### config.mk
export PLATFORM = sky130hd
export DESIGN_NAME = breaker_failure_timing_logic
export DESIGN_NICKNAME = d
export VERILOG_FILES = /design/src/rtl/bf_pkg.sv /design/src/rtl/breaker_failure_timing_logic.sv /design/src/rtl/bf_tick_div.sv
export VERILOG_INCLUDE_DIRS = /design/src /design/src/rtl
export SDC_FILE = /design/constraint.sdc
export NUM_CORES = 1
export LEC_CHECK = 0
export BUFFER_PORTS_ARGS = -buffer_cell sky130_fd_sc_hd__buf_2
export CORE_AREA = 4 4 283 146
export DETAILED_ROUTE_END_ITERATION = 10
export DIE_AREA = 0 0 287 150
export GPL_ROUTABILITY_DRIVEN = 0
export PLACE_DENSITY = 0.83
export SLEW_MARGIN = 20
export SYNTH_ARGS = -nofsm -noshare
export SYNTH_HDL_FRONTEND = slang
export SYNTH_HIERARCHICAL = 1
export SYNTH_SLANG_ARGS = --single-unit
### constraint.sdc
create_clock -name sys_clk -period 15 [get_ports sys_clk]
set_input_delay 0 -clock sys_clk [delete_from_list [all_inputs] [get_ports sys_clk]]
set_output_delay 0 -clock sys_clk [all_outputs]
set_load 0.01 [all_outputs]
### src/rtl/bf_cfg.svh
// offsets, field positions, reset values and timing counts of the breaker failure block
`ifndef BF_CFG_SVH
`define BF_CFG_SVH

// register byte offsets
`define BF_OFS_CTRL 12'h000
`define BF_OFS_PH_THR 12'h004
`define BF_OFS_RES_THR 12'h008
`define BF_OFS_RT_DLY 12'h00C
`define BF_OFS_BF_DLY 12'h010
`define BF_OFS_PH_CUR0 12'h014
`define BF_OFS_PH_CUR1 12'h018
`define BF_OFS_PH_CUR2 12'h01C
`define BF_OFS_RES_CUR 12'h020
`define BF_OFS_STATUS 12'h024

// control fields
`define BF_CTRL_RT_EN_BIT 0
`define BF_CTRL_MODE_LSB 4
`define BF_CTRL_MODE_W 2
`define BF_CTRL_RES_EN_BIT 8

// reset values; thresholds in 0.001 In units
`define BF_CTRL_RST 32'h0000_0101
`define BF_PH_THR_RST 16'h00C8
`define BF_RES_THR_RST 16'h04B0
// delays in 5 ms steps: 0.100 s and 0.200 s
`define BF_RT_DLY_RST 19'h00014
`define BF_BF_DLY_RST 19'h00028

// comparator release at 97 % of threshold
`define BF_REL_NUM 97
`define BF_REL_DEN 100

// timing
`define BF_CLK_HZ 100000000
`define BF_STEP_US 5000
`define BF_CYCLE_US 1000
`define BF_STEP_CYC (`BF_CLK_HZ / 1000000 * `BF_STEP_US)
`define BF_CYCLE_CYC (`BF_CLK_HZ / 1000000 * `BF_CYCLE_US)
`define BF_BLOCK_LEAD_MS 5

`endif

### src/rtl/bf_pkg.sv
// types of the breaker failure block
package bf_pkg;
   typedef enum logic [1:0] {
      crit_current,
      crit_current_and_trip,
      crit_current_or_trip,
      crit_reserved
   } crit_e;

   typedef enum logic [2:0] {
      cond_normal,
      cond_start,
      cond_retrip,
      cond_bf_on,
      cond_blocked
   } cond_e;
endpackage

### src/rtl/breaker_failure_timing_logic.sv
// breaker failure supervision: pick-up, blocking, retrip and failure timers, apb registers
// Behaviour
// (RULE1) blocking input is sampled once at each program cycle start and held.
// (RULE2) pick-up without blocking raises start and runs the delay timers.
// (RULE3) pick-up while blocked raises blocked; no timers, no trip outputs.
// (RULE4) blocking after start clears start and releases like pick-up drop.
// (RULE5) outside party presents blocking at least 5 ms before delay expiry.
// (RULE6) one pick-up condition starts both timers together.
// (RULE7) retrip delay plus breaker and release time should undercut failure delay.
// (RULE8) retrip enable, default on; off suppresses retrip and ignores its delay.
// (RULE9) retrip output after start persists retrip delay; 5 ms steps, 0.100 s.
// (RULE10) failure output after start persists failure delay; 5 ms steps, 0.200 s.
// (RULE11) readable condition: normal, start, retrip, failure, or blocked.
// (RULE12) current mode: any phase or residual over threshold picks up.
// (RULE13) current mode: timers reset once all currents are below threshold.
// (RULE14) current-and-trip mode: timers halt after pick-up until trip is active.
// (RULE15) current-and-trip mode: reset when currents drop or trip deasserts.
// (RULE16) current-or-trip mode: pick-up on current or trip, trip always watched.
// (RULE17) current-or-trip mode: reset only when currents low and trip inactive.
// (RULE18) a picked-up comparator releases below 97 % of its threshold.
// (RULE19) criterion select chooses which inputs drive pick-up.
// (RULE20) outputs fall when timers reset; next pick-up times from zero.
//
// Design decisions made here: the placing of the registers and the APB interface to the registers.
`timescale 1ns/1ns
`include "bf_cfg.svh"
module breaker_failure_timing_logic
   import bf_pkg::*;
#(
   // shorter counts only to let a bench reach the delays quickly
   parameter int CYCLE_CYC = `BF_CYCLE_CYC,
   parameter int STEP_CYC = `BF_STEP_CYC
) (
   input wire logic sys_clk,
   input wire logic rstn,
   input wire logic [11:0] paddr,
   input wire logic psel,
   input wire logic penable,
   input wire logic pwrite,
   input wire logic [31:0] pwdata,
   output logic [31:0] prdata,
   output logic pready,
   output logic pslverr,
   input wire logic block_in,
   input wire logic primary_trip_in,
   output logic start_out,
   output logic blocked_out,
   output logic redundant_trip_out,
   output logic breaker_failure_output
);
   logic rst_meta_r;
   logic rst_n;
   logic blk_meta_r;
   logic blk_sync_r;
   logic trip_meta_r;
   logic trip_sync_r;
   logic cycle_tick;
   logic step_tick;
   logic [31:0] ctrl_r;
   logic [15:0] phase_pickup_threshold;
   logic [15:0] residual_pickup_threshold;
   logic [18:0] redundant_trip_delay;
   logic [18:0] bf_delay_r;
   logic [15:0] ph_cur_r [3];
   logic [15:0] res_cur_r;
   logic [3:0] cmp_r;
   logic blk_smp_r;
   logic pickup_r;
   logic [18:0] tmr_r;
   cond_e cond_r;
   logic cur_pick;
   logic trip_on;
   logic crit_pick;
   logic timer_run;
   logic timer_clr;
   logic rt_hit;
   logic bf_hit;
   logic rt_en;
   crit_e mode;
   logic apb_wr;
   logic apb_rd;
   logic [31:0] rd_nxt;
   logic rd_err_nxt;

   // over threshold, or at or above 97 % of it when already picked up
   function automatic logic cmp_next(input logic [15:0] cur, input logic [15:0] thr,
                                     input logic held);
      logic [23:0] lhs;
      logic [23:0] rhs;
      lhs = {8'h00, cur} * 24'(`BF_REL_DEN);
      rhs = {8'h00, thr} * 24'(`BF_REL_NUM);
      if (held)
         cmp_next = (lhs >= rhs); // RULE18
      else
         cmp_next = (cur > thr);
   endfunction

   always_ff @(posedge sys_clk or negedge rstn) begin
      if (!rstn) begin
         rst_meta_r <= 1'b0;
         rst_n <= 1'b0;
      end else begin
         rst_meta_r <= 1'b1;
         rst_n <= rst_meta_r;
      end
   end

   always_ff @(posedge sys_clk or negedge rst_n) begin
      if (!rst_n) begin
         blk_meta_r <= 1'b0;
         blk_sync_r <= 1'b0;
      end else begin
         blk_meta_r <= block_in;
         blk_sync_r <= blk_meta_r;
      end
   end

   always_ff @(posedge sys_clk or negedge rst_n) begin
      if (!rst_n) begin
         trip_meta_r <= 1'b0;
         trip_sync_r <= 1'b0;
      end else begin
         trip_meta_r <= primary_trip_in;
         trip_sync_r <= trip_meta_r;
      end
   end

   bf_tick_div #(.N(CYCLE_CYC)) cycle_div (
      .sys_clk(sys_clk),
      .rst_n(rst_n),
      .tick(cycle_tick)
   );

   // the delay step is a whole number of program cycles, so timing stays on cycle starts
   bf_tick_div #(.N(STEP_CYC)) step_div (
      .sys_clk(sys_clk),
      .rst_n(rst_n),
      .tick(step_tick)
   );

   // apb: zero wait states, every access completes in its access phase
   assign apb_wr = psel && penable && pwrite;
   assign apb_rd = psel && !penable && !pwrite;

   always_ff @(posedge sys_clk or negedge rst_n) begin
      if (!rst_n) begin
         ctrl_r <= `BF_CTRL_RST;
         phase_pickup_threshold <= `BF_PH_THR_RST;
         residual_pickup_threshold <= `BF_RES_THR_RST;
         redundant_trip_delay <= `BF_RT_DLY_RST;
         bf_delay_r <= `BF_BF_DLY_RST;
         ph_cur_r[0] <= 16'h0000;
         ph_cur_r[1] <= 16'h0000;
         ph_cur_r[2] <= 16'h0000;
         res_cur_r <= 16'h0000;
      end else if (apb_wr) begin
         case (paddr)
            `BF_OFS_CTRL: ctrl_r <= pwdata & 32'h0000_0131;
            `BF_OFS_PH_THR: phase_pickup_threshold <= pwdata[15:0];
            `BF_OFS_RES_THR: residual_pickup_threshold <= pwdata[15:0];
            `BF_OFS_RT_DLY: redundant_trip_delay <= pwdata[18:0];
            `BF_OFS_BF_DLY: bf_delay_r <= pwdata[18:0];
            `BF_OFS_PH_CUR0: ph_cur_r[0] <= pwdata[15:0];
            `BF_OFS_PH_CUR1: ph_cur_r[1] <= pwdata[15:0];
            `BF_OFS_PH_CUR2: ph_cur_r[2] <= pwdata[15:0];
            `BF_OFS_RES_CUR: res_cur_r <= pwdata[15:0];
            default: ;
         endcase
      end
   end

   always_comb begin
      rd_nxt = 32'h0000_0000;
      rd_err_nxt = 1'b0;
      case (paddr)
         `BF_OFS_CTRL: rd_nxt = ctrl_r;
         `BF_OFS_PH_THR: rd_nxt = {16'h0000, phase_pickup_threshold};
         `BF_OFS_RES_THR: rd_nxt = {16'h0000, residual_pickup_threshold};
         `BF_OFS_RT_DLY: rd_nxt = {13'h0000, redundant_trip_delay};
         `BF_OFS_BF_DLY: rd_nxt = {13'h0000, bf_delay_r};
         `BF_OFS_PH_CUR0: rd_nxt = {16'h0000, ph_cur_r[0]};
         `BF_OFS_PH_CUR1: rd_nxt = {16'h0000, ph_cur_r[1]};
         `BF_OFS_PH_CUR2: rd_nxt = {16'h0000, ph_cur_r[2]};
         `BF_OFS_RES_CUR: rd_nxt = {16'h0000, res_cur_r};
         `BF_OFS_STATUS: rd_nxt = {1'b0, tmr_r, 4'h0, cmp_r, 1'b0, 3'(cond_r)}; // RULE11
         default: rd_err_nxt = 1'b1;
      endcase
   end

   always_ff @(posedge sys_clk or negedge rst_n) begin
      if (!rst_n) begin
         prdata <= 32'h0000_0000;
         pready <= 1'b0;
         pslverr <= 1'b0;
      end else begin
         pready <= psel && !penable;
         pslverr <= psel && !penable && rd_err_nxt;
         if (apb_rd)
            prdata <= rd_nxt;
      end
   end

   assign mode = crit_e'(ctrl_r[`BF_CTRL_MODE_LSB +: `BF_CTRL_MODE_W]);
   assign rt_en = ctrl_r[`BF_CTRL_RT_EN_BIT];

   // comparators evaluate once per program cycle
   always_ff @(posedge sys_clk or negedge rst_n) begin
      if (!rst_n) begin
         cmp_r <= 4'h0;
      end else if (cycle_tick) begin
         for (int i = 0; i < 3; i++)
            cmp_r[i] <= cmp_next(ph_cur_r[i], phase_pickup_threshold, cmp_r[i]); // RULE12
         cmp_r[3] <= ctrl_r[`BF_CTRL_RES_EN_BIT] &&
                     cmp_next(res_cur_r, residual_pickup_threshold, cmp_r[3]); // RULE12
      end
   end

   assign cur_pick = |cmp_r;
   assign trip_on = trip_sync_r;

   // which inputs count as pick-up
   always_comb begin
      case (mode) // RULE19
         crit_current: crit_pick = cur_pick; // RULE12 RULE13
         crit_current_and_trip: crit_pick = cur_pick; // RULE14
         crit_current_or_trip: crit_pick = cur_pick || trip_on; // RULE16 RULE17
         default: crit_pick = cur_pick;
      endcase
   end

   // timers run only while picked up, unblocked and, in and-mode, trip present
   always_comb begin
      timer_clr = !pickup_r || blk_smp_r; // RULE4 RULE20
      case (mode)
         crit_current_and_trip: timer_run = !timer_clr && trip_on; // RULE14
         default: timer_run = !timer_clr;
      endcase
      if (mode == crit_current_and_trip && !trip_on)
         timer_clr = 1'b1; // RULE15
   end

   // blocking and pick-up are latched at each program cycle start
   always_ff @(posedge sys_clk or negedge rst_n) begin
      if (!rst_n) begin
         blk_smp_r <= 1'b0;
         pickup_r <= 1'b0;
      end else if (cycle_tick) begin
         blk_smp_r <= blk_sync_r; // RULE1
         pickup_r <= crit_pick;
      end
   end

   // in and-mode the timer holds at zero while waiting for the trip, which equals halted
   always_ff @(posedge sys_clk or negedge rst_n) begin
      if (!rst_n) begin
         tmr_r <= 19'h00000;
      end else if (timer_clr && !(mode == crit_current_and_trip && pickup_r && !blk_smp_r
                                  && !trip_on && tmr_r == 19'h00000)) begin
         tmr_r <= 19'h00000; // RULE13 RULE15 RULE17 RULE20
      end else if (timer_run && step_tick && tmr_r != 19'h7FFFF) begin
         tmr_r <= tmr_r + 19'h00001; // RULE6
      end
   end

   // one comparison feeds both the output and the readable condition
   function automatic logic delay_hit(input logic run, input logic [18:0] tmr,
                                      input logic [18:0] dly);
      delay_hit = run && (tmr >= dly);
   endfunction

   assign rt_hit = rt_en && delay_hit(timer_run, tmr_r, redundant_trip_delay); // RULE8 RULE9
   assign bf_hit = delay_hit(timer_run, tmr_r, bf_delay_r); // RULE10

   always_ff @(posedge sys_clk or negedge rst_n) begin
      if (!rst_n) begin
         start_out <= 1'b0;
         blocked_out <= 1'b0;
      end else begin
         start_out <= pickup_r && !blk_smp_r; // RULE2 RULE4
         blocked_out <= pickup_r && blk_smp_r; // RULE3
      end
   end

   always_ff @(posedge sys_clk or negedge rst_n) begin
      if (!rst_n) begin
         redundant_trip_out <= 1'b0;
      end else begin
         redundant_trip_out <= rt_hit; // RULE8 RULE9 RULE20
      end
   end

   always_ff @(posedge sys_clk or negedge rst_n) begin
      if (!rst_n) begin
         breaker_failure_output <= 1'b0;
      end else begin
         breaker_failure_output <= bf_hit; // RULE10 RULE20
      end
   end

   always_ff @(posedge sys_clk or negedge rst_n) begin
      if (!rst_n) begin
         cond_r <= cond_normal;
      end else begin
         if (pickup_r && blk_smp_r)
            cond_r <= cond_blocked; // RULE3
         else if (bf_hit)
            cond_r <= cond_bf_on;
         else if (rt_hit)
            cond_r <= cond_retrip;
         else if (pickup_r)
            cond_r <= cond_start;
         else
            cond_r <= cond_normal;
      end
   end
endmodule

### src/rtl/bf_tick_div.sv
// divider that issues a one-cycle enable every n system clocks
`timescale 1ns/1ns
module bf_tick_div #(
   parameter int N = 10
) (
   input wire logic sys_clk,
   input wire logic rst_n,
   output logic tick
);
   logic [31:0] cnt_r;

   always_ff @(posedge sys_clk or negedge rst_n) begin
      if (!rst_n) begin
         cnt_r <= 32'h0000_0000;
         tick <= 1'b0;
      end else if (cnt_r == 32'(N - 1)) begin
         cnt_r <= 32'h0000_0000;
         tick <= 1'b1;
      end else begin
         cnt_r <= cnt_r + 32'h0000_0001;
         tick <= 1'b0;
      end
   end
endmodule

==> flow_summary_export.csv <==
group,metric,value,unit
timing,hold_violations,0,
power,peakVddDrop,0.0000766,V
synth,synth-edff-count,0,
timing,fmax,0.173,GHz
floorplan,die_x,287,µm
synth,synth_mux_area_frac,0.0178,
timing,finalSetupViolCount,0,
synth,yosysWarnings,6,
drt,wl_per_cell,20.3,µm
final_layout,finalInstanceArea,27400,µm²
synth,yosys.area_share.adder,0.315,
drt,dr.pass1.iters,8,
synth,synth-main-ff-cell,"dfrtp_1",
status,status,"finished clean",
setup_path,setup.worst_path.start_class,"register",
floorplan,rows,51,
timing,setup_slack,9240,ps
drt,post-route-drc-count,0,
synth,synth_xor_area_frac,0.0534,
placement,place_area,26100,µm²
timing,slew_viol_final,0,
final_layout,final_nets,3389,
timing,period_needed,5760,ps
setup_path,critPathCaptureType,"register",
synth,synth_top_family_by_area,"adder cells",
final_layout,nFillCells,2793,
synth,synthTopCellsByArea,"ha_1 (27%), dfrtp_1 (26%), fa_1 (4.8%), inv_1 (4.6%), xnor2_1 (3.3%)",
clock_tree,cts_setup_buffers,0,
placement,pre_cts_slack,9510,ps
power,p_per_area,62.0,nW/µm²
drt,vias,20800,
final_layout,regArea,6880,µm²
timing,slew_headroom,0.281,
floorplan,die-height,150,µm
synth,syn-num-nets,3292,
grt,grt_max_degree,180,
final_layout,diodes,0,
clock_tree,cts_tree,"done",
drt,wl,66900,µm
grt,grt_pass1_wl,108000,µm
synth,async_flop_share,1.00,
floorplan,pin_count,89,
timing,fin_tns_setup,0,ps
timing,rsz0062_at_grt,"no",
synth,ys_seq_area_frac,0.274,
timing,fin_crit_sh,0.384,
clock_tree,clock_sinks,274,
job,maxCapViolations,0,
synth,yosys_register_bits,274,
placement,place_hpwl,51200,µm
floorplan,core_area,38700,µm²
final_layout,multi_input_area,16800,µm²
synth,synth_top_area_share,0.267,
drt,drtIter0Drc,1901,
grt,antenna_found_initial,0,
grt,grt_overflow_total,0,
synth,synth.largest_area_cell,"ha_1",
setup_path,cp_max_fo,5,
clock_tree,clkSlewWorstSetupHoldPaths,70,ps
setup_path,required,15520,ps
timing,tightest_slew,1080,ps
drt,viasPerCell,6.33,
setup_path,critPathKind,"register to register",
clock_tree,cts_root_buf,"clkbuf_16",
hold_path,worstHoldPathType,"input port to register",
clock_tree,cts_htree_levels,1,
synth,synth_area,25100,µm²
clock_tree,clk_latency,590,ps
final_layout,drive_above_1_share,0.0869,
synth,synth.avg_cell_area,9.49,µm²
power,p_leak,14.6,nW
grt,grt_use_total,0.312,
timing,finalClockSkew,27.7,ps
clock_tree,cts_max_path_buffers,3,
setup_path,cp.arrival,6280,ps
drt,ant_nets,0,
synth,synthSimpleGateAreaFrac,0.134,
synth,ys_types,93,
floorplan,dieArea,43100,µm²
floorplan,initial_core_util,0.649,
final_layout,syn2layout_area_growth,9.20,%
grt,first_global_vias,21000,
placement,io_buffers,74,
clock_tree,numCtsBuffers,27,
synth,synth_compound_area_frac,0.149,
synth,synthCells,2645,
per-layer routing:
metal,wire (µm),track usage,up-vias
met3,5950,0.0577,242
met1,26700,0.397,10000
met5,0,0,-
li1,-,-,9658
met4,3070,0.130,0
met2,31200,0.529,915
state kept, by name, indices dropped and copies added, names as in the netlist, 2 cells and up:
name,count
cycle_div/cnt_r,32
cmp_r,4
tmr_r,19
ctrl_r,4
ph_cur_r,48
residual_pickup_threshold,16
res_cur_r,16
redundant_trip_delay,19
step_div/cnt_r,32
cond_r,2
phase_pickup_threshold,16
prdata,31
bf_delay_r,19
cell type report:
type                    count  area share
multi-input cells        2001       0.614
well taps                 530      0.0242
clock buffers              34      0.0267
repair buffers            128      0.0326
flip-flops and latches    274       0.251
inverters                 310      0.0424
clock inverters            14     0.00894
layout by cell type, fill, tap and decap left out, types with 17 or more instances in the layout:
cell type,count
xor2_1,59
a22oi_1,18
buf_4,18
xnor2_1,94
a222oi_1,18
nand4_1,57
o21a_1,30
ha_1,536
nand2_1,208
o21ai_1,48
inv_1,310
nor4_1,19
dlygate4sd3_1,33
a21oi_1,108
buf_2,74
and3_1,17
nor2_1,114
nand3_1,72
dfrtp_1,260
a21o_1,62
clkbuf_16,27
a31oi_1,26
fa_1,60
nor2b_1,18
nor3_1,32
mux2_2,34
o21ai_0,112
a221oi_1,20
o21bai_1,20
stage by stage:
stage	instances	power, mW	util	hold WS (ps)
final	3291	1.70	0.709	21.7
after global routing	3291	1.75	0.709	39.8
after CTS	3289	1.70	0.708	4.44
after detailed placement	3208	0.931	0.674	-213
after global placement	3208	0.925	0.674	-214
after floorplan	2645	0.876	-	-296
worst paths after layout:
path                                                       startpoint                                  endpoint  slack, ps  cells past startpoint
worst min-delay path                                          penable                          pready$_DFF_PN0_         20                      3
worst max-delay path            phase_pickup_threshold[7]$_DFFE_PN1P_                      cmp_r[0]$_DFFE_PN0P_       9240                     21
min in group asynchronous                                        rstn                           rst_n$_DFF_PN0_        270                      3
worst max register to register  phase_pickup_threshold[7]$_DFFE_PN1P_                      cmp_r[0]$_DFFE_PN0P_       9240                     21
worst min register to register                        rst_n$_DFF_PN0_              cycle_div/cnt_r[6]$_DFF_PN0_        310                      0
max in group asynchronous                             rst_n$_DFF_PN0_  residual_pickup_threshold[0]$_DFFE_PN0P_      13320                      2
logic make-up (layout without fill, tap and decap cells):
group / count (synthesis) / count (layout)
other cells: 2 / 2
mux: 40 / 40
fa+ha+maj: 597 / 597
xor+xnor: 153 / 153
flops: 274 / 274
simple gates: 646 / 646
compound gates: 563 / 563
buf+inv: 370 / 486
timing repair:
item                                   4_1_cts  5_1_grt
hold buffers                                33        0
endpoints found under the hold margin      174        0
resized for setup                            0        0
synth_stat cells, drive strengths merged, types with 5 or more instances:
library cell	count
nand4	60
nand3	73
a22oi	18
nand3b	5
nor2	118
a221oi	20
and4	10
o21ai	161
a211oi	16
a2111oi	7
o21bai	20
and2	10
a22o	8
dfrtp	261
dfstp	13
o21a	30
or2	7
nor3	43
a311oi	5
o31ai	14
nand4b	5
ha	536
buf	24
a21o	62
o211ai	13
xnor2	94
a31oi	27
nor4	27
nor4b	8
and3	19
a21oi	109
nand2b	14
or3	15
xor2	59
clkbuf	36
inv	310
nor2b	18
fa	60
nand2	208
mux2	38
a222oi	18
report_power, final:
group          switching, mW  internal (mW)
sequential           0.00967          0.749
clock                  0.320          0.451
combinational          0.104         0.0673
total                  0.434           1.27
critical path: stages, from the launching register on:
cell and delay (ps):
dfstp_2 610, ha_1 270, ha_1 310, ha_1 300, inv_1 50, fa_1 500, inv_1 40, ha_1 310
o21a_1 130, o21a_1 200, a21oi_1 160, xor2_1 410, ha_1 260, nand4_1 90, or2_2 310, nor3_1 380
o31ai_1 140, o211ai_1 210, a31oi_1 170, o31ai_1 470, a2111oi_0 230, a21oi_1 150
Note: power is estimated with default switching activity, not from simulation.
